[src/common/status_reg_pkg.sv]
package status_reg_pkg;

    // ------------------------------------------------------------------
    // Bus geometry and register offsets.
    // ------------------------------------------------------------------
    localparam int          ADDR_W        = 8;
    localparam int          DATA_W        = 32;
    localparam int          STRB_W        = 4;
    localparam logic [7:0]  STATUS_OFFSET = 8'h00;
    localparam logic [7:0]  ENABLE_OFFSET = 8'h04;
    localparam logic [7:0]  CLEAR_OFFSET  = 8'h08;

    // ------------------------------------------------------------------
    // Field positions inside the status register.
    // ------------------------------------------------------------------
    localparam int TX_DONE_BIT          = 0;
    localparam int TX_HALTED_BIT        = 1;
    localparam int TX_NO_DESCRIPTOR_BIT = 2;
    localparam int TX_UNDERFLOW_BIT     = 5;
    localparam int RX_DONE_BIT          = 6;
    localparam int RX_NO_BUFFER_BIT     = 7;
    localparam int RX_HALTED_BIT        = 8;
    localparam int EARLY_TX_BIT         = 10;
    localparam int TIMER_EXPIRED_BIT    = 11;
    localparam int EARLY_RECEIVE_BIT    = 14;
    localparam int ABNORMAL_SUMMARY_BIT = 15;
    localparam int NORMAL_SUMMARY_BIT   = 16;
    localparam int RX_STATE_LSB         = 17;
    localparam int TX_STATE_LSB         = 20;
    localparam int STATE_W              = 3;

    // ------------------------------------------------------------------
    // Bit groups and values after reset.
    // ------------------------------------------------------------------
    localparam logic [31:0] NORMAL_MASK       = 32'h0000_4845;
    localparam logic [31:0] ABNORMAL_MASK     = 32'h0000_05a2;
    localparam logic [31:0] EVENT_MASK        = 32'h0000_4de7;
    localparam logic [31:0] SUMMARY_MASK      = 32'h0001_8000;
    localparam logic [31:0] FLAG_MASK         = 32'h0001_cde7;
    localparam logic [31:0] STATE_MASK        = 32'h007e_0000;
    localparam logic [31:0] UNUSED_READ_VALUE = 32'h0000_0000;
    localparam logic [31:0] FLAGS_RESET       = 32'h0000_0000;
    localparam logic [31:0] ENABLE_RESET      = 32'h0000_0000;
    localparam logic [31:0] READ_DATA_RESET   = 32'h0000_0000;

    // ------------------------------------------------------------------
    // Process state codes.
    // ------------------------------------------------------------------
    typedef enum logic [2:0] {
        TX_STOPPED   = 3'h0,
        TX_FETCH     = 3'h1,
        TX_WAIT_END  = 3'h2,
        TX_READ_BUF  = 3'h3,
        TX_RESERVED  = 3'h4,
        TX_SETUP     = 3'h5,
        TX_SUSPENDED = 3'h6,
        TX_CLOSE     = 3'h7
    } tx_state_t;

    typedef enum logic [2:0] {
        RX_STOPPED   = 3'h0,
        RX_FETCH     = 3'h1,
        RX_WAIT_END  = 3'h2,
        RX_WAIT_PKT  = 3'h3,
        RX_SUSPENDED = 3'h4,
        RX_CLOSE     = 3'h5,
        RX_RESERVED  = 3'h6,
        RX_WRITE_MEM = 3'h7
    } rx_state_t;

    // ------------------------------------------------------------------
    // Report from the DMA engines, one-cycle event pulses.
    // ------------------------------------------------------------------
    typedef struct packed {
        logic early_receive_event;
        logic timer_expired;
        logic early_tx_event;
        logic rx_halted;
        logic rx_no_buffer;
        logic rx_done;
        logic tx_underflow;
        logic tx_no_descriptor;
        logic tx_halted;
        logic tx_done;
    } dma_events_t;

    typedef struct packed {
        tx_state_t   transmit_state;
        rx_state_t   receive_state;
        dma_events_t events;
    } dma_report_t;

endpackage

[src/state_code_filter.sv]
`timescale 1ns/10ps

module state_code_filter #(
    parameter logic [2:0] RESERVED_CODE = 3'h4
) (
    input  wire logic       pclk,
    input  wire logic       presetn,
    input  wire logic [2:0] code_in,
    output logic      [2:0] code_q
);

    // Holds the last legal code so that a reserved code is never shown.
    always_ff @(posedge pclk or negedge presetn)
    begin
        if (!presetn)
        begin
            code_q <= 3'h0;
        end
        else if (code_in != RESERVED_CODE)
        begin
            code_q <= code_in;
        end
    end

endmodule // state_code_filter

[src/event_flag_bank.sv]
`timescale 1ns/10ps

module event_flag_bank #(
    parameter logic [31:0] IMPL_MASK = 32'h0000_0000
) (
    input  wire logic        pclk,
    input  wire logic        presetn,
    input  wire logic [31:0] set_vec,
    input  wire logic [31:0] clear_vec,
    output logic      [31:0] flags_q
);

    // Sticky flags; a set in the same cycle as a clear wins.
    genvar i;
    generate
        for (i = 0; i < 32; i = i + 1)
        begin : g_flag
            if (IMPL_MASK[i])
            begin : g_impl
                always_ff @(posedge pclk or negedge presetn)
                begin
                    if (!presetn)
                    begin
                        flags_q[i] <= 1'b0;
                    end
                    else if (set_vec[i])
                    begin
                        flags_q[i] <= 1'b1;
                    end
                    else if (clear_vec[i])
                    begin
                        flags_q[i] <= 1'b0;
                    end
                end
            end
            else
            begin : g_none
                assign flags_q[i] = 1'b0;
            end
        end
    endgenerate

endmodule // event_flag_bank

[src/status_register_block.sv]
// Our own choices: the APB slave port and the register offsets.
`timescale 1ns/10ps

// What this block does
// - Unused bits read fixed value, writes ignored.
// - Transmit state is read-only bits 22:20.
// - Transmit state reads 000 when stopped.
// - Running transmit states show their codes.
// - Transmit suspended reads 110; 100 never shown.
// - Receive state is read-only bits 19:17.
// - Receive state reads 000 when stopped.
// - Running receive states show their codes.
// - Receive suspended reads 100; 110 never shown.
// - Bit 16 ORs unmasked normal event bits.
// - Bit 15 ORs unmasked abnormal event bits.
// - Summary bits clear on write one.
// - Bit 14 early receive, write one clears.
// - Bit 0 set at transmit frame end.
// - Bit 6 set when frame fully received.
// - Bit 5 underflow sets and suspends transmit.
// - Bit 11 set when timer reaches zero.
module status_register_block (
    input  wire logic                        pclk,
    input  wire logic                        presetn,
    input  wire logic                        psel,
    input  wire logic                        penable,
    input  wire logic                        pwrite,
    input  wire logic [7:0]                  paddr,
    input  wire logic [31:0]                 pwdata,
    input  wire logic [3:0]                  pstrb,
    output logic      [31:0]                 prdata,
    output logic                             pready,
    output logic                             pslverr,
    input  wire status_reg_pkg::dma_report_t dma_report,
    output logic                             irq,
    output logic                             tx_suspend
);

    // ------------------------------------------------------------------
    // Helper functions.
    // ------------------------------------------------------------------

    // Matches a word address against a register offset.
    function automatic logic reg_hit(
        input logic [7:0] addr,
        input logic [7:0] offset
    );
        reg_hit = (addr[7:2] == offset[7:2]);
    endfunction

    // Expands byte strobes into a bit mask.
    function automatic logic [31:0] lane_mask(input logic [3:0] strb);
        lane_mask = {{8{strb[3]}}, {8{strb[2]}}, {8{strb[1]}}, {8{strb[0]}}};
    endfunction

    // Places the DMA event pulses at their status bit positions.
    function automatic logic [31:0] event_word(input status_reg_pkg::dma_events_t ev);
        event_word = 32'h0000_0000;
        event_word[status_reg_pkg::TX_DONE_BIT]          = ev.tx_done;
        event_word[status_reg_pkg::TX_HALTED_BIT]        = ev.tx_halted;
        event_word[status_reg_pkg::TX_NO_DESCRIPTOR_BIT] = ev.tx_no_descriptor;
        event_word[status_reg_pkg::TX_UNDERFLOW_BIT]     = ev.tx_underflow;
        event_word[status_reg_pkg::RX_DONE_BIT]          = ev.rx_done;
        event_word[status_reg_pkg::RX_NO_BUFFER_BIT]     = ev.rx_no_buffer;
        event_word[status_reg_pkg::RX_HALTED_BIT]        = ev.rx_halted;
        event_word[status_reg_pkg::EARLY_TX_BIT]         = ev.early_tx_event;
        event_word[status_reg_pkg::TIMER_EXPIRED_BIT]    = ev.timer_expired;
        event_word[status_reg_pkg::EARLY_RECEIVE_BIT]    = ev.early_receive_event;
    endfunction

    // ------------------------------------------------------------------
    // Declarations.
    // ------------------------------------------------------------------
    logic        pready_q;
    logic        pslverr_q;
    logic [31:0] prdata_q;
    logic        irq_q;
    logic        tx_suspend_q;
    logic [31:0] enable_q;
    logic [31:0] flags_q;
    logic [2:0]  tx_code_q;
    logic [2:0]  rx_code_q;
    logic        setup_phase;
    logic        access_done;
    logic        write_done;
    logic        hit_status;
    logic        hit_enable;
    logic        hit_clear;
    logic        hit_any;
    logic        read_setup;
    logic        enable_write;
    logic        flag_clear;
    logic [31:0] write_bits;
    logic [31:0] set_vec;
    logic [31:0] clear_vec;
    logic [31:0] masked_flags;
    logic        normal_or;
    logic        abnormal_or;
    logic [31:0] status_word;
    logic [31:0] read_word;

    // ------------------------------------------------------------------
    // Bus decode.
    // ------------------------------------------------------------------
    always_comb
    begin
        setup_phase = psel && !penable;
        access_done = psel && penable && pready_q;
        write_done  = access_done && pwrite;
        hit_status  = reg_hit(paddr, status_reg_pkg::STATUS_OFFSET);
        hit_enable  = reg_hit(paddr, status_reg_pkg::ENABLE_OFFSET);
        hit_clear   = reg_hit(paddr, status_reg_pkg::CLEAR_OFFSET);
        hit_any     = hit_status || hit_enable || hit_clear;
        write_bits  = pwdata & lane_mask(pstrb);
    end

    // ------------------------------------------------------------------
    // Register strobes.
    // ------------------------------------------------------------------
    always_comb
    begin
        read_setup   = setup_phase && !pwrite;
        enable_write = write_done && hit_enable;
        flag_clear   = write_done && (hit_status || hit_clear);
    end

    // ------------------------------------------------------------------
    // Ready and error answer.
    // ------------------------------------------------------------------

    // Ready rises in the first access cycle, so every transfer takes two cycles.
    always_ff @(posedge pclk or negedge presetn)
    begin
        if (!presetn)
        begin
            pready_q <= 1'b0;
        end
        else
        begin
            pready_q <= setup_phase;
        end
    end

    // Accesses outside the three registers answer with an error.
    always_ff @(posedge pclk or negedge presetn)
    begin
        if (!presetn)
        begin
            pslverr_q <= 1'b0;
        end
        else
        begin
            pslverr_q <= setup_phase && !hit_any;
        end
    end

    // ------------------------------------------------------------------
    // Process state fields.
    // ------------------------------------------------------------------

    // Reserved codes are held off; both fields start at the stopped code.
    state_code_filter #(
        .RESERVED_CODE (status_reg_pkg::TX_RESERVED)
    ) u_tx_filter (
        .pclk    (pclk),
        .presetn (presetn),
        .code_in (dma_report.transmit_state),
        .code_q  (tx_code_q)
    );

    state_code_filter #(
        .RESERVED_CODE (status_reg_pkg::RX_RESERVED)
    ) u_rx_filter (
        .pclk    (pclk),
        .presetn (presetn),
        .code_in (dma_report.receive_state),
        .code_q  (rx_code_q)
    );

    // ------------------------------------------------------------------
    // Interrupt enable register.
    // ------------------------------------------------------------------

    // Only event and summary positions hold an enable.
    // A lane whose strobe is low keeps its old enable bits.
    always_ff @(posedge pclk or negedge presetn)
    begin
        if (!presetn)
        begin
            enable_q <= status_reg_pkg::ENABLE_RESET;
        end
        else if (enable_write)
        begin
            enable_q <= (enable_q & ~(lane_mask(pstrb) & status_reg_pkg::FLAG_MASK))
                      | (write_bits & status_reg_pkg::FLAG_MASK);
        end
    end

    // ------------------------------------------------------------------
    // Event flags and summaries.
    // ------------------------------------------------------------------
    // A summary bit is set again while any enabled source stays set.
    always_comb
    begin
        masked_flags = flags_q & enable_q;
        normal_or    = |(masked_flags & status_reg_pkg::NORMAL_MASK);
        abnormal_or  = |(masked_flags & status_reg_pkg::ABNORMAL_MASK);
        set_vec      = event_word(dma_report.events);
        set_vec[status_reg_pkg::NORMAL_SUMMARY_BIT]   = normal_or;
        set_vec[status_reg_pkg::ABNORMAL_SUMMARY_BIT] = abnormal_or;
        clear_vec    = 32'h0000_0000;
        if (flag_clear)
        begin
            clear_vec = write_bits & status_reg_pkg::FLAG_MASK;
        end
    end

    // Writing one clears a flag; a new event in that cycle keeps it set.
    event_flag_bank #(
        .IMPL_MASK (status_reg_pkg::FLAG_MASK)
    ) u_flags (
        .pclk      (pclk),
        .presetn   (presetn),
        .set_vec   (set_vec),
        .clear_vec (clear_vec),
        .flags_q   (flags_q)
    );

    // ------------------------------------------------------------------
    // Interrupt output.
    // ------------------------------------------------------------------
    always_ff @(posedge pclk or negedge presetn)
    begin
        if (!presetn)
        begin
            irq_q <= 1'b0;
        end
        else
        begin
            irq_q <= |masked_flags;
        end
    end

    // ------------------------------------------------------------------
    // Transmit suspend request.
    // ------------------------------------------------------------------

    // An underflow asks the transmit engine to suspend for one cycle.
    always_ff @(posedge pclk or negedge presetn)
    begin
        if (!presetn)
        begin
            tx_suspend_q <= 1'b0;
        end
        else
        begin
            tx_suspend_q <= dma_report.events.tx_underflow;
        end
    end

    // ------------------------------------------------------------------
    // Read data.
    // ------------------------------------------------------------------
    always_comb
    begin
        status_word = (flags_q & status_reg_pkg::FLAG_MASK)
                    | (status_reg_pkg::UNUSED_READ_VALUE
                       & ~(status_reg_pkg::FLAG_MASK | status_reg_pkg::STATE_MASK));
        status_word[status_reg_pkg::TX_STATE_LSB +: status_reg_pkg::STATE_W] = tx_code_q;
        status_word[status_reg_pkg::RX_STATE_LSB +: status_reg_pkg::STATE_W] = rx_code_q;
        read_word = 32'h0000_0000;
        if (hit_status)
        begin
            read_word = status_word;
        end
        else if (hit_enable)
        begin
            read_word = enable_q;
        end
    end

    // Read data is captured in the setup cycle and held through the access.
    always_ff @(posedge pclk or negedge presetn)
    begin
        if (!presetn)
        begin
            prdata_q <= status_reg_pkg::READ_DATA_RESET;
        end
        else if (read_setup)
        begin
            prdata_q <= read_word;
        end
        else if (access_done)
        begin
            prdata_q <= status_reg_pkg::READ_DATA_RESET;
        end
    end

    // ------------------------------------------------------------------
    // Outputs.
    // ------------------------------------------------------------------
    assign prdata     = prdata_q;
    assign pready     = pready_q;
    assign pslverr    = pslverr_q;
    assign irq        = irq_q;
    assign tx_suspend = tx_suspend_q;

endmodule // status_register_block

[config.mk]
export PLATFORM = sky130hd
export DESIGN_NAME = status_register_block
export DESIGN_NICKNAME = d
export VERILOG_FILES = /design/src/common/status_reg_pkg.sv /design/src/state_code_filter.sv /design/src/event_flag_bank.sv /design/src/status_register_block.sv
export SDC_FILE = /design/constraint.sdc
export NUM_CORES = 1
export LEC_CHECK = 0
export ABC_AREA = 1
export BUFFER_PORTS_ARGS = -buffer_cell sky130_fd_sc_hd__buf_4
export CORE_ASPECT_RATIO = 1.25
export CORE_UTILIZATION = 49
export CTS_BUF_LIST = sky130_fd_sc_hd__clkbuf_16
export DETAILED_ROUTE_END_ITERATION = 10
export PLACE_DENSITY = 0.88
export SLEW_MARGIN = 20
export SYNTH_ARGS = -nofsm -noshare
export SYNTH_HDL_FRONTEND = slang
export SYNTH_SLANG_ARGS = --single-unit
export TNS_END_PERCENT = 10
[constraint.sdc]
create_clock -name pclk -period 1.4 [get_ports pclk]
set_clock_uncertainty 0.05 [all_clocks]
set_input_delay 0 -clock pclk [delete_from_list [all_inputs] [get_ports pclk]]
set_output_delay 0 -clock pclk [all_outputs]
set_load 0.01 [all_outputs]
Word level (Yosys, flattened, before mapping). Index checks and enable logic that the tools add are counted.

Bits in registers: 86. Bits in latches: 0. Bits in writable memories: 0. Memories kept: 0. Output and inout bits: 36. Bits in read-only memories: 0.

Shifts and indexed selects: 0. Reduce and logical (&&, ||, !) cells: 31. Bitwise gates (word level): 5. Eq/ne operators: 4. Muxes and demuxes: 29. $mul: 0. Add/sub/neg operators: 0. Order comparisons: 0. Div/mod/pow operators: 0.

Operator list (number): $mux W32 (4); $and A17 B32 Y32 (1); $and A32 B32 Y32 (1); $not A17 Y32 (1); $or A32 B17 Y32 (1); $reduce_or A32 Y1 (1); $reduce_bool A2 Y1 (13); $mux W1 (24); $and A17 B17 Y17 (1); $mux W17 (1); $reduce_or A5 Y1 (2); $logic_and A1 B1 Y1 (8); $eq A6 B1 Y1 const B (1); $eq A6 B2 Y1 const B (1); $logic_not A6 Y1 (1); $ne A3 B3 Y1 const B (2); $logic_not A1 Y1 (3); $logic_or A1 B1 Y1 (3).

Longest topological paths before layout. Gate-level depths: netlist of run 1.

Depth in word-level cells: 7. Depth in mapped cells: 7.

Hierarchy. A second synthesis of run 1 with hierarchy kept.

Cell total of the unflattened synthesis: 368. Area total of the unflattened synthesis: 2813.9 µm².

By module, submodules not included: status_register_block (sequential area each 850.8 µm², instances 1, cells each 263, area an instance 1941.9 µm²); event_flag_bank (sequential area each 300.3 µm², instances 1, cells each 81, area an instance 634.4 µm²); state_code_filter at u_rx_filter (sequential area each 75.1 µm², instances 1, cells each 12, area an instance 120.1 µm²); state_code_filter at u_tx_filter (sequential area each 75.1 µm², instances 1, cells each 12, area an instance 117.6 µm²).

Worst setup path after synthesis of run 1. OpenSTA, ideal clock, no wires.

Path kind: register -> register. Start point: register pready_q, in the netlist pready. End point: register u_flags.flags_q[0]. Arrival: 1053 ps. Period minus slack after synthesis: 1219 ps. Cell stages (with the launch flop): 7. Slack: 181 ps. Cells stage by stage: dfrtp_1 nand3_1 nor2_4 buf_2 nand3_1 nand2_1 nand2_1.

Cells in the longest elaborated chain, start to end: 5.

RTL lines: start: declaration (line status_register_block.sv:74) `logic pready_q;`; start signal: assignment (line status_register_block.sv:140) `pready_q <= setup_phase;`; $logic_and A1 B1 Y1 (line status_register_block.sv:108) `access_done = psel && penable && pready_q;`; $logic_and A1 B1 Y1 (line status_register_block.sv:109) `write_done = access_done && pwrite;`; $logic_and A1 B1 Y1 (line status_register_block.sv:124) `flag_clear = write_done && (hit_status || hit_clear);`; $mux W17 (line status_register_block.sv:212) `if (flag_clear)`; $reduce_bool A2 Y1 (no line); end signal: indexed assignment (line event_flag_bank.sv:24) `flags_q[i] <= 1'b0;`; end signal: indexed assignment (line event_flag_bank.sv:28) `flags_q[i] <= 1'b1;`; end signal: indexed assignment (line event_flag_bank.sv:32) `flags_q[i] <= 1'b0;`; end: declaration (line event_flag_bank.sv:10) `output logic [31:0] flags_q`.

Every way passes these cells. A chain may end at the register's enable or synchronous reset.

Worst setup path in the final report of run 1.
Start point: input port dma_report[12] (netlist bit). End point: register u_rx_filter.code_q[0].

Cells in the longest elaborated chain, start to end: 1.

RTL lines: start: declaration (line status_register_block.sv:34) `input wire status_reg_pkg::dma_report_t dma_report,`; $ne A3 B3 Y1 (line state_code_filter.sv:19) `else if (code_in != RESERVED_CODE)`; end signal: assignment (line state_code_filter.sv:21) `code_q <= code_in;`; end: declaration (line state_code_filter.sv:9) `output logic [2:0] code_q`.

Every way passes these cells.

==> results of run 1 <==
[layer usage]
layer	wire length, µm	part of all wire	GRT usage	up-vias
li1	-	-	-	1245
met1	2397	0.39	0.2835	1163
met2	3317	0.54	0.4327	84
met4	158	0.026	0.1141	0
met5	0	0	0	-
met3	247	0.040	0.04508	17
[worst paths after layout]
path,startpoint,end,slack (ns),cells past startpoint
worst max-delay path,dma_report[12],u_rx_filter.code_q[0],0.06,4
worst min-delay path,penable,pready,-0.0004,4
worst max register to register,u_rx_filter.code_q[0],u_rx_filter.code_q[0],0.10,2
worst min register to register,prdata[14],prdata[14],0.44,2
max in group asynchronous,presetn,u_flags.flags_q[5],0.64,2
min in group asynchronous,presetn,u_flags.flags_q[14],0.23,2
[logic make-up after synthesis]
family,after synthesis
buf+inv,62
compound gates,7
simple gates,211
other cells,1
flops,52
[report_power, final]
part / switching, µW / leakage [µW] / internal (µW) / total, µW
Combinational: 203 / 0.00133 / 199 / 402
Sequential: 15.3 / 0.000645 / 1530 / 1550
Clock: 502 / 0.0000850 / 833 / 1330
[metrics by stage]
stage,utilization,instances,setup slack [ns]
floorplan,-,346,0.1809
global placement,0.6085,453,0.1792
detailed placement,0.6085,453,0.1146
CTS,0.7109,497,0.05812
global route,0.7095,496,0.01666
finish,0.7095,496,0.05786
[repair_timing]
| item | 4_1_cts | 5_1_grt |
|---|---|---|
| endpoints found under the hold margin | 81 | 0 |
| hold buffers | 36 | 0 |
| resized for setup | 0 | 3 |
| setup endpoints to repair | 0 | 2 |
[worst min-delay path, cell delays in order]
cell and delay [ns]:
buf_4 0.08, inv_1 0.03, nand2_1 0.11, inv_1 0.06
[cell type report]
type | count | share of cell area
multi-input combinational | 232 | 0.2906
sequential | 52 | 0.3585
clock inverter | 3 | 0.01069
tap | 62 | 0.02137
timing repair buffer | 109 | 0.2503
clock buffer | 5 | 0.03447
inverter | 33 | 0.03413
[cell usage after synthesis, drive strengths merged]
library cell  number
o21ai              3
clkbuf             4
buf               25
nor3               1
o31a               2
nand2            136
dfrtp             52
conb               1
nand4             36
inv               33
nand3             26
nor2              11
a21oi              1
a31o               1
and3               1
==> metrics.md, run 1 <==
| Metric | Value |
|---|---|
| Status | finished with violations |
| Failing checks | negative hold slack |
| Area contributors post-synth | dfrtp_1, nand2_1, nand4_1 |
| Wire per inst | roughly 12 µm |
| Mux contribution to synthesized area | 0 |
| Vias in the first global route | approximately 2500 |
| Filler instances | 365 |
| H-tree depth | 2 |
| Gr ovfl total | 0 |
| Number of diodes | 0 |
| Setup TNS | 0 ns |
| CTS Buf Count | 5 |
| Chip width | a little under 70 µm |
| Synth area leader | dfrtp_1 |
| Final setup violation count | 0 |
| Max VDD drop | 815.0 µV |
| Commonest non-fill, non-tap cells in the layout | nand2_1, buf_4, dfrtp_1 |
| Synth Register Bits | 52 |
| Slew HR | 0.5744 |
| Post-CTS Setup Repair Bufs | 0 |
| Achievable Freq | 745.1 MHz |
| Crit-path most repeated cell | dlygate4sd3_1 |
| Total GRT Usage | 0.2483 |
| Synth Area in Compound Gates | 0.01774 |
| XOR/XNOR Fraction of Synth Area | 0 |
| CP arrival | 1.46 ns |
| Initial antenna violation count | 0 |
| Fin Hold WS | -0.0004432 ns |
| Warnings from Yosys | 0 |
| Most common cell after layout, fill and taps aside | nand2_1 |
| Core area | 0.005116 mm² |
| CTS root buffer | clkbuf_16 |
| Area taken by multi-input logic gates | 0.001055 mm² |
| Hold Vio Cnt, Final | 1 |
| Starting density of the core | 0.5101 |
| Pins Over Slew Limit | 0 |
| Post-synthesis cell type count | 20 |
| Finished Cell Area | 0.003630 mm² |
| Gpl congestion | 0.8404 |
| Worst-path fanout max | 3 |
| Worst Setup End Kind | register |
| TritonRoute pass-1 iters | 4 |
| 1st-iter DRT viols | 112 |
| Share of synthesized cell area in full adder, half adder and majority cells | 0 |
| Worst Setup Path Type | primary input to register |
| CP cell instances | dlygate4sd3_1 -> buf_4 -> a31o_2 -> dlygate4sd3_1 |
| Largest net degree at the start of global routing | 53 |
| CTS tree | done |
| Crit path max-delay family | buffers and inverters |
| Detailed Place HPWL | 4242 µm |
| Worst Tran Pin Value | 0.6384 ns |
| Tcrit/Tclk final | 0.9587 |
| Post-Place Cell Area | 0.003113 mm² |
| First-pass GRT wire length | ~11000 µm |
| Static Leakage | 0.002055 µW |
| Post-synthesis sequential area ratio | 0.4986 |
| Synthesized-area fraction occupied by and/or/nand/nor cells | 0.3663 |
| Detail Route Antenna Nets | 0 |
| Max-Cap Viols | 0 |
| Vias | 2509 |
| Average size of a mapped cell | 7.838 µm² |
| Syn-to-layout area delta | 39.07% |
| Startpoint Class | primary input |
| FP Rows | 29 |
| CTS sink count | 52 |
| Buffers on Ports | 63 |
| Die footprint | 0.005625 mm² |
| RSZ-0062 raised after global routing | no |
| Critical path buffer and inverter count | 3 |
| Hold Path Class | primary input to register |
| Reg area | ~0.0013 mm² |
| Power Density | 904.1 mW/mm² |
| IO Pins | between 100 and 150 |
| Via/cell ratio | 5.058 |
| Final nets | 498 |
| Share of the synthesized area in the top cell type | 0.4986 |
| Overall Power | between 3000 and 4000 µW |
| WL final | 6119 µm |
| CP required | 1.52 ns |
| Crit path largest cell delay | 0.55 ns |
| Layout cells sized above 1 | 0.2143 |
| Largest family of logic cells by synthesized area | simple AND/OR/NAND/NOR gates |
| Clock slew at reported path FFs | 0.06 ns |
| Final min period | 1.342 ns |
| Die Y-Extent | 83.60 µm |
| Slowest cell on the critical path | dlygate4sd3_1 |
| Post-route DRC | 0 |
| Syn Inst Count | 333 |
| Synthesized cell area | 0.002610 mm² |
| Clock latency on the worst-skew pair | 0.29 ns |
| Max Root-Sink Buffers | 2 |
Power figures use the tool's default switching activity.
==> run 2: changes to the inputs <==
--- a/config.mk
+++ b/config.mk
@@ -7,11 +7,13 @@
 export LEC_CHECK = 0
 export ABC_AREA = 1
 export BUFFER_PORTS_ARGS = -buffer_cell sky130_fd_sc_hd__buf_4
+export CELL_PAD_IN_SITES_DETAIL_PLACEMENT = 2
+export CELL_PAD_IN_SITES_GLOBAL_PLACEMENT = 2
 export CORE_ASPECT_RATIO = 1.25
-export CORE_UTILIZATION = 49
+export CORE_UTILIZATION = 26
 export CTS_BUF_LIST = sky130_fd_sc_hd__clkbuf_16
 export DETAILED_ROUTE_END_ITERATION = 10
-export PLACE_DENSITY = 0.88
+export PLACE_DENSITY = 0.86
 export SLEW_MARGIN = 20
 export SYNTH_ARGS = -nofsm -noshare
 export SYNTH_HDL_FRONTEND = slang
==> run 2 against run 1 <==
The flow now finishes without violations. Global-route usage fell by 6.3 points. Register-to-register slack lost 0.04 ns. Total power is 3.4% higher. Setup slack lost 0.020 ns. Clock power grew 6%. Die area grew 86%. Clock-buffer cell count did not move. Fmax fell by 1.4%. Via count grew 5.1%. Wire length is 50% higher. Critical endpoint is now u_tx_filter.code_q[1].
==> metrics.md, run 2 (synthesized netlist as in run 1, its figures left out) <==
| Metric | Value |
|---|---|
| Achievable Freq | 734.3 MHz |
| Final min period | 1.362 ns |
| CP required | approximately 1.6 ns |
| Clk network pwr share | 0.417 |
| Power Density | roughly 900 mW/mm² |
| Die Y-Extent | 114.0 µm |
| Starting density of the core | 0.2702 |
| Place WS | -0.03599 ns |
| Clock slew at reported path FFs | 0.07 ns |
| Gr ovfl total | 0 |
| IO Pins | roughly 100 |
| Slowest cell on the critical path | dlygate4sd3_1 |
| H-tree depth | 2 |
| Util after Layout | 0.3889 |
| Buffers on Ports | 63 |
| RSZ-0062 raised after global routing | yes |
| FP Rows | 40 |
| Max-Cap Viols | 0 |
| Fin Hold WS | 0.004226 ns |
| 1st-iter DRT viols | 74 |
| Core area | 0.009659 mm² |
| Tcrit/Tclk final | 0.9727 |
| Initial antenna violation count | 0 |
| Via/cell ratio | 4.686 |
| Static Leakage | slightly above 0.002 µW |
| Final nets | 501 |
| Sw frac | 0.2419 |
| Crit-path most repeated cell | dlygate4sd3_1 |
| Max VDD drop | 462.7 µV |
| Max Root-Sink Buffers | 2 |
| Chip width | 91.62 µm |
| Number of diodes | 0 |
| Critical path buffer and inverter count | 4 |
| Commonest non-fill, non-tap cells in the layout | nand2_1, buf_4, dfrtp_1 |
| Setup TNS | 0 ns |
| Detailed Place HPWL | 6011 µm |
| Syn-to-layout area delta | 43.91% |
| Setup ws final | 0.03819 ns |
| Internal Power | 2571 µW |
| Hold Vio Cnt, Final | 0 |
| Pins Over Slew Limit | 0 |
| Crit path largest cell delay | 0.56 ns |
| Worst Tran Pin Value | 0.6946 ns |
| WL final | 9173 µm |
| P_sw | roughly 820 µW |
| Startpoint Class | primary input |
| Worst-path fanout max | 2 |
| CTS sink count | 52 |
| Final setup violation count | 0 |
| First-pass GRT wire length | 15080 µm |
| CP cell instances | dlygate4sd3_1 -> buf_4 -> inv_2 -> nand3_2 -> o21ai_2 -> dlygate4sd3_1 |
| Post-route DRC | 0 |
| TritonRoute pass-1 iters | 4 |
| Most common cell after layout, fill and taps aside | nand2_1 |
| Total GRT Usage | 0.1857 |
| CTS Buf Count | 5 |
| Hold Path Class | primary input to register |
| Gpl congestion | 0.7489 |
| CTS tree | done |
| Largest net degree at the start of global routing | 53 |
| Crit path max-delay family | buffers and inverters |
| Worst Setup Path Type | primary input to register |
| CTS root buffer | clkbuf_16 |
| Wire per inst | 16.29 µm |
| CP arrival | 1.55 ns |
| Logic pwr share | 0.128 |
| Register share of total power | 0.455 |
| Die footprint | 0.01045 mm² |
| Vias in the first global route | ~3000 |
| Clock latency on the worst-skew pair | around 0.3 ns |
| Layout cells sized above 1 | 0.2380 |
| Worst Setup End Kind | register |
| Filler instances | 1111 |
| Overall Power | 3392 µW |
| Detail Route Antenna Nets | 0 |
| Status | completed |
| Vias | approximately 2600 |
| Slew HR | 0.5370 |
==> run 2: cell types whose count changed in the layout (fill, tap and decap cells not counted), sizes merged <==
cell | before | now
buf | 74 | 78
clkinvlp | 0 | 1
dlygate4sd3 | 34 | 33
inv | 34 | 33
==> run 2: stage by stage <==
step	instance area, µm²	instances
2_1_floorplan	2659	346
3_3_place_gp	3193	517
3_5_place_dp	3193	517
4_1_cts	3731	563
5_1_grt	3756	563
6_report	3756	563
==> run 2: metal layers <==
layer | share of wire | up-vias | routed length (µm) | global-route usage
met1 | 0.38 | 1316 | 3441 | 0.1912
met3 | 0.032 | 15 | 298 | 0.02867
li1 | - | 1242 | - | -
met5 | 0 | - | 0 | 0
met4 | 0.016 | 0 | 148 | 0.05291
met2 | 0.58 | 65 | 5284 | 0.3789
==> run 2: worst reg2reg max path, delay by kind of cell (launching register included) <==
family,cells,cell delay [ns]
simple gates,5,0.80
flops,1,0.38
==> run 2: path summary, 6_finish.rpt <==
kind                                 from                          to  slack (ns)  depth (start not counted)
hold reg to reg                prdata[16]                  prdata[16]        0.44                          2
max in group asynchronous         presetn  asynchronous set/reset pin        0.60                          2
setup / recovery           dma_report[14]       u_tx_filter.code_q[1]        0.04                          6
setup reg to reg                   pready                    register        0.06                          5
min in group asynchronous         presetn                  prdata[16]        0.24                          2
hold / removal             dma_report[11]       u_rx_filter.code_q[2]       0.004                          3
==> run 2: layout make-up <==
cell class / count / area, µm² / share of cell area
tap: 126 / 157.7 / 0.04197
sequential: 52 / 1301 / 0.3464
clock buffer: 5 / 125.1 / 0.03331
clock inverter: 3 / 42.54 / 0.01133
inverter: 33 / 123.9 / 0.03298
multi-input combinational: 232 / 1074 / 0.2858
timing repair buffer: 112 / 932.1 / 0.2482
==> run 2: what timing repair did <==
| item | 4_1_cts | 5_1_grt |
|---|---|---|
| setup endpoints to repair | 9 | 22 |
| hold endpoints to repair | 81 | 0 |
| hold buffers | 34 | 0 |
| gates resized for setup | 0 | 9 |
| buffers inserted | 4 | 0 |
| pin swaps | 1 | 2 |
==> run 2: power by group through the flow <==
stage               registers (µW)  logic, µW  clock network [µW]
finish                        1540        433                1410
global route                  1550        476                1480
CTS                           1540        423                1450
detailed placement            1570        342                   0
global placement              1570        322                   0
floorplan                     1580        161                   0
